[config.mk]
export PLATFORM = sky130hd
export DESIGN_NAME = crf_core
export DESIGN_NICKNAME = d
export VERILOG_FILES = /design/src/rtl/crf_pkg.sv /design/src/rtl/crf_core.sv /design/src/rtl/crf_adder.sv
export SDC_FILE = /design/constraint.sdc
export NUM_CORES = 1
export LEC_CHECK = 0
export BUFFER_PORTS_ARGS = -buffer_cell sky130_fd_sc_hd__buf_4
export CELL_PAD_IN_SITES_DETAIL_PLACEMENT = 0
export CELL_PAD_IN_SITES_GLOBAL_PLACEMENT = 1
export CORE_MARGIN = 5
export CORE_UTILIZATION = 35
export CTS_CLUSTER_DIAMETER = 150
export DETAILED_ROUTE_END_ITERATION = 6
export PLACE_DENSITY = 0.69
export SLEW_MARGIN = 10
export SYNTH_ARGS = -nofsm -noshare
export SYNTH_HDL_FRONTEND = slang
export SYNTH_SLANG_ARGS = --single-unit
[constraint.sdc]
create_clock -name sys_clk_in -period 44.5 [get_ports sys_clk_in]
set_input_delay 0 -clock sys_clk_in [delete_from_list [all_inputs] [get_ports sys_clk_in]]
set_output_delay 0 -clock sys_clk_in [all_outputs]
set_load 0.05 [all_outputs]
[src/rtl/crf_pkg.sv]
// shared constants and types of the cpu register file and flags block
package crf_pkg;

    // ==================================================
    // sizes and register layout
    localparam int BYTE_W = 8;
    localparam int WORD_W = 16;
    localparam int NUM_BYTES = 16;
    localparam logic [2:0] STACK_PAIR = 3'h7;

    // ==================================================
    // condition flag bit positions
    localparam int FLG_I = 7;
    localparam int FLG_UA = 6;
    localparam int FLG_H = 5;
    localparam int FLG_UB = 4;
    localparam int FLG_N = 3;
    localparam int FLG_Z = 2;
    localparam int FLG_V = 1;
    localparam int FLG_C = 0;

    // ==================================================
    // reset values and address constants
    localparam logic [7:0] FLAGS_RESET = 8'h80;
    localparam logic [15:0] RESET_VECTOR_ADDR = 16'h0000;
    localparam logic [15:0] PC_STEP = 16'h0002;
    localparam logic [15:0] SP_STEP = 16'h0002;
    localparam logic [15:0] WORD_ALIGN_MASK = 16'hFFFE;

    // ==================================================
    // packed bcd correction
    localparam logic [7:0] BCD_HI_ADJ = 8'h60;
    localparam logic [7:0] BCD_LO_ADJ = 8'h06;
    localparam logic [7:0] BCD_BYTE_LIMIT = 8'h99;
    localparam logic [3:0] BCD_DIGIT_LIMIT = 4'h9;

    // ==================================================
    // operations executed on the register file
    typedef enum logic [4:0] {
        OP_NOP = 5'h00, OP_ADD = 5'h01, OP_ADDX = 5'h02, OP_SUB = 5'h03,
        OP_SUBX = 5'h04, OP_CMP = 5'h05, OP_NEG = 5'h06, OP_MOVE = 5'h07,
        OP_ADDR_INC = 5'h08, OP_ADDR_DEC = 5'h09, OP_DEC_ADJ_ADD = 5'h0A,
        OP_DEC_ADJ_SUB = 5'h0B, OP_MUL = 5'h0C, OP_DIV = 5'h0D,
        OP_SHL = 5'h0E, OP_SHR = 5'h0F, OP_ROTL = 5'h10, OP_ROTR = 5'h11,
        OP_BIT_SET = 5'h12, OP_BIT_CLR = 5'h13, OP_BIT_NOT = 5'h14,
        OP_BIT_TEST = 5'h15, OP_BIT_LOAD = 5'h16, OP_BIT_STORE = 5'h17,
        OP_BIT_AND = 5'h18, OP_BIT_OR = 5'h19, OP_BIT_XOR = 5'h1A,
        OP_LOAD_FLAGS = 5'h1B, OP_STORE_FLAGS = 5'h1C, OP_FLAGS_AND = 5'h1D,
        OP_FLAGS_OR = 5'h1E, OP_FLAGS_XOR = 5'h1F
    } crf_op_t;

    // branch conditions
    typedef enum logic [3:0] {
        CND_ALWAYS = 4'h0, CND_NEVER = 4'h1, CND_HIGHER = 4'h2, CND_LOWER_SAME = 4'h3,
        CND_CARRY_CLR = 4'h4, CND_CARRY_SET = 4'h5, CND_NOT_EQUAL = 4'h6, CND_EQUAL = 4'h7,
        CND_OVF_CLR = 4'h8, CND_OVF_SET = 4'h9, CND_PLUS = 4'hA, CND_MINUS = 4'hB,
        CND_GREATER_EQ = 4'hC, CND_LESS = 4'hD, CND_GREATER = 4'hE, CND_LESS_EQ = 4'hF
    } crf_cond_t;

    // reset sequence
    typedef enum logic [0:0] {
        ST_VECTOR = 1'b0,
        ST_RUN = 1'b1
    } crf_state_t;

    // one operation from the execution datapath; byte select {low, pair}
    typedef struct packed {
        logic valid;
        crf_op_t op;
        logic word;
        logic [3:0] dst;
        logic [3:0] src;
        logic use_imm;
        logic [15:0] imm;
        logic [2:0] bit_pos;
    } crf_exec_t;

    // register load from the memory side
    typedef struct packed {
        logic valid;
        logic word;
        logic [3:0] sel;
        logic [15:0] data;
    } crf_load_t;

endpackage : crf_pkg

[src/rtl/crf_core.sv]
// cpu general registers, program counter and condition flags
//
// Overview of operation
// - sixteen byte registers pairing into eight words
// - memory addresses use the whole register pair
// - eighth word register is the stack pointer
// - program counter word wide, lowest bit zero
// - flags read and written by flag instructions
// - branches test negative, zero, overflow, carry
// - bit 7 masks interrupts, set on exception
// - bits 6 and 4 are plain user bits
// - byte arithmetic half carry from bit 3
// - word arithmetic half carry from bit 11
// - bit 3 takes the result sign bit
// - bit 2 set on zero result
// - bit 1 set on arithmetic overflow
// - carry from add, borrow, shifts, bit accumulator
// - reset loads vector word, sets interrupt mask
// - word accesses force address bit zero
// - flags pushed as doubled word, upper restored
// - decimal adjust corrects packed bcd bytes
// - word operands for move, arithmetic; multiply byte by byte, divide word by byte
// - bit operations select bit 0 to 7
`timescale 1ns/1ns
module crf_core (
    // clock and reset
    input wire logic sys_clk_in,
    input wire logic sys_rst_in,
    // execution datapath
    input wire crf_pkg::crf_exec_t exec_in,
    input wire crf_pkg::crf_load_t load_in,
    input wire logic [3:0] rd_sel_in,
    input wire logic [3:0] branch_cond_in,
    input wire logic exc_entry_in,
    input wire logic sp_push_in,
    input wire logic sp_pop_in,
    input wire logic flags_pop_in,
    input wire logic [15:0] flags_pop_word_in,
    input wire logic pc_inc_in,
    input wire logic pc_load_in,
    input wire logic [15:0] pc_value_in,
    input wire logic [2:0] ea_sel_in,
    input wire logic ea_word_in,
    // memory side
    input wire logic mem_rd_valid_in,
    input wire logic [15:0] mem_rd_data_in,
    output logic vec_fetch_out,
    output logic [15:0] fetch_addr_out,
    output logic [15:0] ea_addr_out,
    output logic [15:0] flags_push_word_out,
    // state seen by the datapath
    output logic ready_out,
    output logic [15:0] rd_word_out,
    output logic [7:0] rd_byte_out,
    output logic [15:0] sp_out,
    output logic [15:0] pc_out,
    output logic [7:0] flags_out,
    output logic irq_mask_out,
    output logic branch_taken_out
);

    // ==================================================
    // state
    logic [7:0] regs_r [crf_pkg::NUM_BYTES];
    logic [15:0] pc_r;
    logic [15:0] pc_nxt;
    logic [7:0] flags_r;
    logic [7:0] flags_nxt;
    crf_pkg::crf_state_t state_r;
    crf_pkg::crf_state_t state_nxt;

    function automatic logic [15:0] pair_value(input logic [2:0] p);
        pair_value = {regs_r[{1'b0, p}], regs_r[{1'b1, p}]};
    endfunction : pair_value

    // ==================================================
    // operand selection
    logic run;
    logic exec_go;
    logic load_go;
    logic [15:0] dst_word;
    logic [15:0] src_word;
    logic [7:0] dst_byte;
    logic [7:0] src_byte;
    logic [15:0] opa;
    logic [15:0] opb;
    logic flag_c;
    logic flag_z;
    logic flag_n;
    logic flag_v;

    assign run = (state_r == crf_pkg::ST_RUN);
    assign exec_go = exec_in.valid && run;
    assign load_go = load_in.valid && run;
    assign dst_word = pair_value(exec_in.dst[2:0]);
    assign src_word = pair_value(exec_in.src[2:0]);
    assign dst_byte = regs_r[exec_in.dst];
    assign src_byte = regs_r[exec_in.src];
    assign opa = exec_in.word ? dst_word : {8'h00, dst_byte};
    assign opb = exec_in.use_imm ? exec_in.imm : (exec_in.word ? src_word : {8'h00, src_byte});
    assign flag_c = flags_r[crf_pkg::FLG_C];
    assign flag_z = flags_r[crf_pkg::FLG_Z];
    assign flag_n = flags_r[crf_pkg::FLG_N];
    assign flag_v = flags_r[crf_pkg::FLG_V];

    // ==================================================
    // adders
    logic is_neg;
    logic is_sub;
    logic add_cin;
    logic [7:0] add_a8;
    logic [7:0] add_b8;
    logic [7:0] sum8;
    logic c8;
    logic h8;
    logic v8;
    logic [15:0] sum16;
    logic c16;
    logic h16;
    logic v16;

    assign is_neg = (exec_in.op == crf_pkg::OP_NEG);
    assign is_sub = (exec_in.op == crf_pkg::OP_SUB) || (exec_in.op == crf_pkg::OP_SUBX)
                 || (exec_in.op == crf_pkg::OP_CMP) || is_neg;
    assign add_cin = ((exec_in.op == crf_pkg::OP_ADDX) || (exec_in.op == crf_pkg::OP_SUBX)) && flag_c;
    assign add_a8 = is_neg ? 8'h00 : opa[7:0];
    assign add_b8 = is_neg ? opa[7:0] : opb[7:0];

    crf_adder #(.WIDTH(8)) u_add8 (
        .a_in(add_a8),
        .b_in(add_b8),
        .cin_in(add_cin),
        .sub_in(is_sub),
        .sum_out(sum8),
        .carry_out(c8),
        .half_out(h8),
        .ovf_out(v8)
    );

    crf_adder #(.WIDTH(16)) u_add16 (
        .a_in(opa),
        .b_in(opb),
        .cin_in(1'b0),
        .sub_in(is_sub),
        .sum_out(sum16),
        .carry_out(c16),
        .half_out(h16),
        .ovf_out(v16)
    );

    // ==================================================
    // multiply, divide, bcd and bit helpers
    logic [15:0] product;
    logic [15:0] quotient;
    logic [15:0] remainder;
    logic div_zero;
    logic [7:0] bit_mask;
    logic bit_val;
    logic bcd_hi;
    logic bcd_lo;

    assign product = {8'h00, opa[7:0]} * {8'h00, opb[7:0]};
    assign div_zero = (opb[7:0] == 8'h00);
    assign quotient = div_zero ? 16'h0000 : dst_word / {8'h00, opb[7:0]};
    assign remainder = div_zero ? 16'h0000 : dst_word % {8'h00, opb[7:0]};
    assign bit_mask = 8'h01 << exec_in.bit_pos;
    assign bit_val = |(opa[7:0] & bit_mask);
    assign bcd_hi = flag_c || (opa[7:0] > crf_pkg::BCD_BYTE_LIMIT);
    assign bcd_lo = flags_r[crf_pkg::FLG_H] || (opa[3:0] > crf_pkg::BCD_DIGIT_LIMIT);

    // ==================================================
    // operation decode
    logic [15:0] res;
    logic [7:0] alu_flags;
    logic res_wr;
    logic res_word;

    always_comb begin
        res = 16'h0000;
        alu_flags = flags_r;
        res_wr = 1'b0;
        res_word = exec_in.word;
        unique case (exec_in.op)
            crf_pkg::OP_NOP: begin
                res_wr = 1'b0;
            end
            crf_pkg::OP_ADD, crf_pkg::OP_ADDX, crf_pkg::OP_SUB, crf_pkg::OP_SUBX,
            crf_pkg::OP_CMP, crf_pkg::OP_NEG: begin
                res_wr = (exec_in.op != crf_pkg::OP_CMP);
                if (exec_in.word) begin
                    res = sum16;
                    alu_flags[crf_pkg::FLG_H] = h16;
                    alu_flags[crf_pkg::FLG_V] = v16;
                    alu_flags[crf_pkg::FLG_C] = c16;
                end else begin
                    res = {8'h00, sum8};
                    alu_flags[crf_pkg::FLG_H] = h8;
                    alu_flags[crf_pkg::FLG_V] = v8;
                    alu_flags[crf_pkg::FLG_C] = c8;
                end
                alu_flags[crf_pkg::FLG_N] = exec_in.word ? res[15] : res[7];
                alu_flags[crf_pkg::FLG_Z] = exec_in.word ? (res == 16'h0000)
                                          : (res[7:0] == 8'h00);
                if ((exec_in.op == crf_pkg::OP_ADDX) || (exec_in.op == crf_pkg::OP_SUBX)) begin
                    alu_flags[crf_pkg::FLG_Z] = flag_z && (res[7:0] == 8'h00);
                end
            end
            crf_pkg::OP_MOVE: begin
                res = opb;
                res_wr = 1'b1;
                alu_flags[crf_pkg::FLG_N] = exec_in.word ? res[15] : res[7];
                alu_flags[crf_pkg::FLG_Z] = exec_in.word ? (res == 16'h0000)
                                          : (res[7:0] == 8'h00);
                alu_flags[crf_pkg::FLG_V] = 1'b0;
            end
            crf_pkg::OP_ADDR_INC, crf_pkg::OP_ADDR_DEC: begin
                res = (exec_in.op == crf_pkg::OP_ADDR_INC) ? dst_word + opb : dst_word - opb;
                res_wr = 1'b1;
                res_word = 1'b1;
            end
            crf_pkg::OP_DEC_ADJ_ADD: begin
                res[7:0] = opa[7:0] + (bcd_hi ? crf_pkg::BCD_HI_ADJ : 8'h00)
                         + (bcd_lo ? crf_pkg::BCD_LO_ADJ : 8'h00);
                res_wr = 1'b1;
                res_word = 1'b0;
                alu_flags[crf_pkg::FLG_C] = bcd_hi;
                alu_flags[crf_pkg::FLG_N] = res[7];
                alu_flags[crf_pkg::FLG_Z] = (res[7:0] == 8'h00);
            end
            crf_pkg::OP_DEC_ADJ_SUB: begin
                res[7:0] = opa[7:0] - (flag_c ? crf_pkg::BCD_HI_ADJ : 8'h00)
                         - (flags_r[crf_pkg::FLG_H] ? crf_pkg::BCD_LO_ADJ : 8'h00);
                res_wr = 1'b1;
                res_word = 1'b0;
                alu_flags[crf_pkg::FLG_N] = res[7];
                alu_flags[crf_pkg::FLG_Z] = (res[7:0] == 8'h00);
            end
            crf_pkg::OP_MUL: begin
                res = product;
                res_wr = 1'b1;
                res_word = 1'b1;
            end
            crf_pkg::OP_DIV: begin
                // a zero divisor leaves the destination untouched
                res = {remainder[7:0], quotient[7:0]};
                res_wr = !div_zero;
                res_word = 1'b1;
                alu_flags[crf_pkg::FLG_N] = opb[7];
                alu_flags[crf_pkg::FLG_Z] = div_zero;
            end
            crf_pkg::OP_SHL, crf_pkg::OP_SHR, crf_pkg::OP_ROTL, crf_pkg::OP_ROTR: begin
                unique case (exec_in.op)
                    crf_pkg::OP_SHL: res[7:0] = {opa[6:0], 1'b0};
                    crf_pkg::OP_SHR: res[7:0] = {1'b0, opa[7:1]};
                    crf_pkg::OP_ROTL: res[7:0] = {opa[6:0], opa[7]};
                    default: res[7:0] = {opa[0], opa[7:1]};
                endcase
                res_wr = 1'b1;
                res_word = 1'b0;
                alu_flags[crf_pkg::FLG_C] = ((exec_in.op == crf_pkg::OP_SHL)
                                          || (exec_in.op == crf_pkg::OP_ROTL))
                                          ? opa[7] : opa[0];
                alu_flags[crf_pkg::FLG_N] = res[7];
                alu_flags[crf_pkg::FLG_Z] = (res[7:0] == 8'h00);
                alu_flags[crf_pkg::FLG_V] = 1'b0;
            end
            crf_pkg::OP_BIT_SET, crf_pkg::OP_BIT_CLR, crf_pkg::OP_BIT_NOT,
            crf_pkg::OP_BIT_STORE: begin
                unique case (exec_in.op)
                    crf_pkg::OP_BIT_SET: res[7:0] = opa[7:0] | bit_mask;
                    crf_pkg::OP_BIT_CLR: res[7:0] = opa[7:0] & ~bit_mask;
                    crf_pkg::OP_BIT_NOT: res[7:0] = opa[7:0] ^ bit_mask;
                    default: res[7:0] = flag_c ? (opa[7:0] | bit_mask)
                                               : (opa[7:0] & ~bit_mask);
                endcase
                res_wr = 1'b1;
                res_word = 1'b0;
            end
            crf_pkg::OP_BIT_TEST: begin
                alu_flags[crf_pkg::FLG_Z] = !bit_val;
            end
            crf_pkg::OP_BIT_LOAD: begin
                alu_flags[crf_pkg::FLG_C] = bit_val;
            end
            crf_pkg::OP_BIT_AND: begin
                alu_flags[crf_pkg::FLG_C] = flag_c & bit_val;
            end
            crf_pkg::OP_BIT_OR: begin
                alu_flags[crf_pkg::FLG_C] = flag_c | bit_val;
            end
            crf_pkg::OP_BIT_XOR: begin
                alu_flags[crf_pkg::FLG_C] = flag_c ^ bit_val;
            end
            crf_pkg::OP_LOAD_FLAGS: begin
                alu_flags = opb[7:0];
            end
            crf_pkg::OP_STORE_FLAGS: begin
                res = {8'h00, flags_r};
                res_wr = 1'b1;
                res_word = 1'b0;
            end
            crf_pkg::OP_FLAGS_AND: begin
                alu_flags = flags_r & opb[7:0];
            end
            crf_pkg::OP_FLAGS_OR: begin
                alu_flags = flags_r | opb[7:0];
            end
            crf_pkg::OP_FLAGS_XOR: begin
                alu_flags = flags_r ^ opb[7:0];
            end
        endcase
    end

    // ==================================================
    // register array writes: stack adjust over load over operation result
    logic sp_adj;
    logic [15:0] sp_nxt;
    logic [15:0] byte_we;
    logic [7:0] byte_wd [crf_pkg::NUM_BYTES];

    assign sp_adj = run && (sp_push_in || sp_pop_in);
    assign sp_nxt = sp_push_in ? sp_out - crf_pkg::SP_STEP : sp_out + crf_pkg::SP_STEP;

    always_comb begin
        for (int i = 0; i < crf_pkg::NUM_BYTES; i++) begin
            byte_we[i] = 1'b0;
            byte_wd[i] = 8'h00;
            if (sp_adj && (i[2:0] == crf_pkg::STACK_PAIR)) begin
                byte_we[i] = 1'b1;
                byte_wd[i] = i[3] ? sp_nxt[7:0] : sp_nxt[15:8];
            end else if (load_go && (load_in.word ? (i[2:0] == load_in.sel[2:0])
                                                  : (i[3:0] == load_in.sel))) begin
                byte_we[i] = 1'b1;
                byte_wd[i] = (!load_in.word || i[3]) ? load_in.data[7:0] : load_in.data[15:8];
            end else if (exec_go && res_wr && (res_word ? (i[2:0] == exec_in.dst[2:0])
                                                        : (i[3:0] == exec_in.dst))) begin
                byte_we[i] = 1'b1;
                byte_wd[i] = (!res_word || i[3]) ? res[7:0] : res[15:8];
            end
        end
    end

    // general registers have no reset value
    always_ff @(posedge sys_clk_in) begin
        for (int i = 0; i < crf_pkg::NUM_BYTES; i++) begin
            if (byte_we[i]) begin
                regs_r[i] <= byte_wd[i];
            end
        end
    end

    // ==================================================
    // program counter, flags and reset vector fetch
    always_comb begin
        state_nxt = state_r;
        pc_nxt = pc_r;
        if (!run) begin
            if (mem_rd_valid_in) begin
                pc_nxt = mem_rd_data_in & crf_pkg::WORD_ALIGN_MASK;
                state_nxt = crf_pkg::ST_RUN;
            end
        end else if (pc_load_in) begin
            pc_nxt = pc_value_in & crf_pkg::WORD_ALIGN_MASK;
        end else if (pc_inc_in) begin
            pc_nxt = pc_r + crf_pkg::PC_STEP;
        end
    end

    always_comb begin
        flags_nxt = flags_r;
        if (exec_go) begin
            flags_nxt = alu_flags;
        end else if (run && flags_pop_in) begin
            flags_nxt = flags_pop_word_in[15:8];
        end
        if (run && exc_entry_in) begin
            flags_nxt[crf_pkg::FLG_I] = 1'b1;
        end
    end

    always_ff @(posedge sys_clk_in or posedge sys_rst_in) begin
        if (sys_rst_in) begin
            state_r <= crf_pkg::ST_VECTOR;
            pc_r <= crf_pkg::RESET_VECTOR_ADDR;
            flags_r <= crf_pkg::FLAGS_RESET;
        end else begin
            state_r <= state_nxt;
            pc_r <= pc_nxt;
            flags_r <= flags_nxt;
        end
    end

    // ==================================================
    // branch condition evaluation
    always_comb begin
        unique case (crf_pkg::crf_cond_t'(branch_cond_in))
            crf_pkg::CND_ALWAYS: branch_taken_out = 1'b1;
            crf_pkg::CND_NEVER: branch_taken_out = 1'b0;
            crf_pkg::CND_HIGHER: branch_taken_out = !(flag_c || flag_z);
            crf_pkg::CND_LOWER_SAME: branch_taken_out = flag_c || flag_z;
            crf_pkg::CND_CARRY_CLR: branch_taken_out = !flag_c;
            crf_pkg::CND_CARRY_SET: branch_taken_out = flag_c;
            crf_pkg::CND_NOT_EQUAL: branch_taken_out = !flag_z;
            crf_pkg::CND_EQUAL: branch_taken_out = flag_z;
            crf_pkg::CND_OVF_CLR: branch_taken_out = !flag_v;
            crf_pkg::CND_OVF_SET: branch_taken_out = flag_v;
            crf_pkg::CND_PLUS: branch_taken_out = !flag_n;
            crf_pkg::CND_MINUS: branch_taken_out = flag_n;
            crf_pkg::CND_GREATER_EQ: branch_taken_out = !(flag_n ^ flag_v);
            crf_pkg::CND_LESS: branch_taken_out = flag_n ^ flag_v;
            crf_pkg::CND_GREATER: branch_taken_out = !(flag_z || (flag_n ^ flag_v));
            crf_pkg::CND_LESS_EQ: branch_taken_out = flag_z || (flag_n ^ flag_v);
        endcase
    end

    // ==================================================
    // outputs
    logic [15:0] ea_pair;

    assign ea_pair = pair_value(ea_sel_in);
    assign ea_addr_out = ea_word_in ? (ea_pair & crf_pkg::WORD_ALIGN_MASK) : ea_pair;
    assign fetch_addr_out = run ? (pc_r & crf_pkg::WORD_ALIGN_MASK)
                                : crf_pkg::RESET_VECTOR_ADDR;
    assign vec_fetch_out = !run;
    assign ready_out = run;
    assign flags_push_word_out = {flags_r, flags_r};
    assign rd_word_out = pair_value(rd_sel_in[2:0]);
    assign rd_byte_out = regs_r[rd_sel_in];
    assign sp_out = pair_value(crf_pkg::STACK_PAIR);
    assign pc_out = pc_r;
    assign flags_out = flags_r;
    assign irq_mask_out = flags_r[crf_pkg::FLG_I];

endmodule : crf_core

[src/rtl/crf_adder.sv]
// add or subtract with carry, half carry and overflow for one width
`timescale 1ns/1ns
module crf_adder #(
    parameter int WIDTH = 8
) (
    // operands
    input wire logic [WIDTH-1:0] a_in,
    input wire logic [WIDTH-1:0] b_in,
    input wire logic cin_in,
    input wire logic sub_in,
    // result
    output logic [WIDTH-1:0] sum_out,
    output logic carry_out,
    output logic half_out,
    output logic ovf_out
);

    logic [WIDTH-1:0] b_x;
    logic c_x;
    logic [WIDTH:0] full;
    logic [WIDTH-4:0] low;

    // subtraction is a + ~b + ~borrow; carry and half carry invert to borrow
    assign b_x = sub_in ? ~b_in : b_in;
    assign c_x = sub_in ? ~cin_in : cin_in;
    assign full = {1'b0, a_in} + {1'b0, b_x} + {{WIDTH{1'b0}}, c_x};
    assign low = {1'b0, a_in[WIDTH-5:0]} + {1'b0, b_x[WIDTH-5:0]} + {{(WIDTH-4){1'b0}}, c_x};
    assign sum_out = full[WIDTH-1:0];
    assign carry_out = full[WIDTH] ^ sub_in;
    assign half_out = low[WIDTH-4] ^ sub_in;
    assign ovf_out = (a_in[WIDTH-1] == b_x[WIDTH-1]) && (sum_out[WIDTH-1] != a_in[WIDTH-1]);

endmodule : crf_adder

Yosys cells after proc, flatten, opt, wreduce, memory -nomap -nowiden:

Memory sizes are Yosys's and may differ from the RTL's.
Index checks and enable logic that the tools add are counted.

* multiplexer cells: 188
* add/subtract/negate cells: 17
* shifts and indexed selects: 1
* $mul: 1
* bitwise operators: 19
* divide/modulo/power cells: 2
* equality and inequality tests: 103
* reduce and logical (&&, ||, !) cells: 94
* magnitude comparators: 2

Operators by type and width (number)
* 2-to-1 mux 8 bit: 45
* 2-to-1 mux 16 bit: 13
* 2-to-1 mux 1 bit: 111
* equality test 5 bit, second input constant: 16
* one-hot mux 8 bit (10 select lines): 1
* equality test 4 bit, first input constant: 16
* one-hot mux 8 bit (3 select lines): 2
* logical AND 1 bit: 42
* equality test 5 x 4 -> 1 bit, second input constant: 8
* logical NOT 8 bit: 5
* one-hot mux 8 bit (5 select lines): 1
* adder 16 x 2 -> 16 bit, second input constant: 2
* equality test 3 x 4 -> 1 bit, first input constant: 8
* equality test 4 bit, second input constant: 8
* logical NOT 16 bit: 2
* bitwise AND 8 bit: 3
* equality test 3 bit, first input constant: 8
* != test 12 x 1 -> 1 bit, second input constant: 2
* one-hot mux 1 bit (11 select lines): 2
* equality test 5 x 3 -> 1 bit, second input constant: 4
* adder 16 x 16 -> 17 bit: 1
* adder 17 x 1 -> 17 bit: 1
* adder 16 bit: 1
* divider 16 x 8 -> 16 bit: 1
* 67 further kinds: 124

* output and inout bits: 116
* word-level logic and storage cells: 437
* register bits after elaboration: 25
* memory bits (writable): 128
* bits of input ports: 126
* memories kept: 1

Memories
* regs_r: words 16, width 8, read ports 13, clocked after Yosys merged registers in 0, write ports 16, RTL line crf_core.sv:64 `logic [7:0] regs_r [crf_pkg::NUM_BYTES];`

Longest topological paths before layout:

An unclocked memory read counts as a cell.

* depth after elaboration: 16
* mapped depth: 189

Hierarchy:

A second synthesis with hierarchy kept.

* cells, all modules: 3185
* area total of the unflattened synthesis: 26848.2 µm²

Modules (own cells, without submodules)
* crf_core: instances 1, area an instance 25386.8 µm², cells each 3011
* crf_adder at u_add16: instances 1, area an instance 1037.2 µm², cells each 124
* crf_adder at u_add8: instances 1, area an instance 424.2 µm², cells each 50

Worst setup path before layout:

OpenSTA, ideal clock, no wires.

* path type: register to register
* start: mem regs_r[7][0]
* end: mem regs_r[0][4], data pin
* data arrival time: 34609 ps
* data required time: 44221 ps
* clock period less this slack: 34888 ps
* cell stages (with the launch flop): 170
* library setup time: 279 ps
* slack: 9612 ps
* cell sequence: edfxtp_1 -> mux4_2 -> mux2_2 -> nor3_1 -> o31a_1 -> ha_1 -> a22oi_1 -> ha_1 -> or3_1 -> nand3_1 -> o21ai_0 -> a31o_2 -> ha_1 -> o21ai_0 -> nand2b_1 -> nand3_1 -> nor3_1 -> mux2_2 -> (+134 left out) -> clkbuf_1 -> buf_2 -> o21ai_0 -> ha_1 -> nor2b_1 -> o21ai_0 -> nand2b_1 -> a21o_1 -> a21oi_1 -> o21ai_0 -> a21o_1 -> a211o_1 -> nor4b_1 -> mux2i_1 -> nor4_4 -> mux2_2 -> a211oi_2 -> o22ai_1

RTL lines (RTL line)
* start: declaration: crf_core.sv:64

==> reports/results.tsv <==
stage	metric	value	unit
timing	setup_violations	0	
timing	rsz0062_at_grt	no	
critical_path	crit_path_end_kind	flop	
critical_path	crit_arrival	41390	ps
timing	max-slew-margin-rel	0.107	
global_routing	grt_pass1_vias	24900	
clock_tree	clockRootBuffer	clkbuf_16	
floorplanning	die-area	78300	um^2
floorplanning	core-area	72600	um^2
worst_hold_path	min_path_type	input pin to flop	
logic_synthesis	syn_area	25500	um^2
logic_synthesis	syn_inst	2947	
logic_synthesis	ys_seq_area_frac	0.174	
clock_tree	cts.sinks	152	
logic_synthesis	async_reset_ff_frac	0.158	
placed_design	port_buffers	229	
floorplanning	io_pins	242	
logic_synthesis	synth_most_common_cell	nor2_1	
global_routing	grt_pass1_wl	158	mm
logic_synthesis	synth_top_cell_by_area	edfxtp_1	
floorplanning	placementRows	99	
logic_synthesis	synth.distinct_cells	119	
critical_path	path_max_fanout	26	
critical_path	worstSetupStartpointType	flop	
global_routing	antenna_found_initial	3	
drt	ant_nets	0	
clock_tree	cts_buffers	17	
drt	first_pass_iters	6	
critical_path	crit_path_frequent_cell	o21a_1	
timing	finClkSkew	10.1	ps
timing	fin_crit_sh	0.926	
drt	avgRoutedWirePerCell	26.0	um
flow_run	maxCapViolCount	0	
timing	worst_slew_pin_slew	1330	ps
floorplanning	start_util	0.351	
timing	fmax	24.3	MHz
drt	drt-initial-drc-count	2874	
critical_path	crit_slowest_cell	a211oi_2	
placed_design	dpl.hpwl	80.8	mm
clock_tree	cts_max_level	4	
drt	drt-total-wl	106	mm
critical_path	slowest_delay	760	ps
logic_synthesis	ys.warnings.count	0	
logic_synthesis	synth_ff_type	edfxtp_1	
logic_synthesis	syn_avg_cell_area	8.65	um^2
critical_path	crit_type	flop to flop	
clock_tree	clockBufferDepth	2	
global_routing	grt_max_degree	56	
logic_synthesis	synth-seq-cells	152	
clock_tree	clk_pin_slew	70	ps
timing	setup_tns	0	ps
cells_and_area	final_nets	3533	
timing	finalHoldViolCount	0	
floorplanning	die_y	280	um
logic_synthesis	synth-edff-count	128	
cells_and_area	drive_above_1_share	0.188	
critical_path	required	44660	ps
placed_design	gp_congestion	0.969	
drt	drcViolationCount	0	
clock_tree	cts_tree	done	
logic_synthesis	synth_commonest_cells	nor2_1 (280), ha_1 (244), nand2_1 (240), a21oi_1 (208), o21ai_0 (157)	
timing	min_period	41230	ps
drt	vias	25400	
logic_synthesis	synth_top_area_share	0.151	
global_routing	track_usage	0.261	
cells_and_area	synthToLayoutAreaGrowth	14.0	%
logic_synthesis	ys_top_cells_by_area	edfxtp_1 (15%), ha_1 (12%), mux4_2 (10%)	
global_routing	gr-total-overflow	0	
clock_tree	clkLatencyLatePin	450	ps
floorplanning	die_w	280	um
timing	drv_slew	0	
drt	viasPerCell	6.20	
run_status	status	completed	
## metrics by stage
step            util  instance area [um^2]  std cells  hold slack [ps]  setup WS (ps)
6_report       0.400                 29100       4093             2.50           3270
5_1_grt        0.400                 29000       4092             58.2            135
4_1_cts        0.400                 29000       4090             3.24           2410
3_5_place_dp   0.385                 27900       4010              243           2320
3_3_place_gp   0.385                 27900       4010              231           2990
2_1_floorplan      -                 25500       2948             13.9           9610
## cell type report
class | count | area (um^2)
Clock inverter | 11 | 81.3
Fill cell | 7408 | 43500
Tap cell | 959 | 1200
Clock buffer | 21 | 492
Inverter | 156 | 591
Sequential cell | 152 | 4450
Timing Repair Buffer | 322 | 2550
Multi-Input combinational cell | 2471 | 19700
Antenna cell | 1 | 2.50
## logic make-up after synthesis
logic type / synth area share
AOI/OAI and AO/OA: 0.227
xor gates and xnor gates: 0.0498
adders and majority gates: 0.154
buffers and inverters: 0.0548
DFF: 0.174
muxes: 0.177
other: 0.000147
and+or+nand+nor: 0.163
## worst paths after layout
| path | start | endpoint | slack, ps | cells after the start |
|---|---|---|---|---|
| hold / removal | pc_value_in[14] | pc_out[14] | 2 | 5 |
| max in group asynchronous | sys_rst_in | pc_out[13] | 43480 | 3 |
| hold reg to reg | pc_out[8] | pc_out[8] | 620 | 2 |
| setup reg to reg | regs_r[7][4] | regs_r[0][4] | 3270 | 170 |
| min in group asynchronous | sys_rst_in | pc_out[3] | 370 | 3 |
| setup / recovery | regs_r[7][4] | regs_r[0][4] | 3270 | 170 |
## worst max-delay path, delay by kind of cell, from the launching register on
kind / cells / cell delay [ps]
AO/OA/AOI/OAI: 97 / 22410
AND/OR/NAND/NOR: 44 / 9660
adder cells (fa/ha/maj): 15 / 4370
multiplexers: 7 / 2120
buffers and inverters: 7 / 1700
flip-flops: 1 / 560
## flip-flops by register name, indices dropped and copies added (netlist names)
| signal | flops |
|---|---|
| pc_out | 15 |
| ready_out | 1 |
| flags_out | 8 |
| regs_r | 128 |
## layer usage
metal | track usage | wire length (um) | vias up
met5 | 0 | 34 | -
met4 | 0.0853 | 3930 | 4
met3 | 0.0488 | 9200 | 234
met2 | 0.437 | 49800 | 1328
met1 | 0.341 | 43400 | 12400
li1 | - | - | 11400
## timing repair
item | in CTS | in global routing
setup endpoints to repair | 0 | 72
resized for setup | 0 | 3
hold endpoints to repair | 89 | 0
hold buffers | 48 | 0
buffers inserted | 0 | 2
## cell usage in the layout, fill, tap and decap left out, drive strengths merged, types with 96 or more instances in the layout
cell and instances:
a21oi 211, buf 274, edfxtp 128, ha 244, inv 162, mux2 96
mux4 114, nand2 241, nor2 285, o21ai 166, xnor2 98
Power is not shown: default switching activity piles up to over one toggle a cycle in this logic, so the estimate is an artifact.
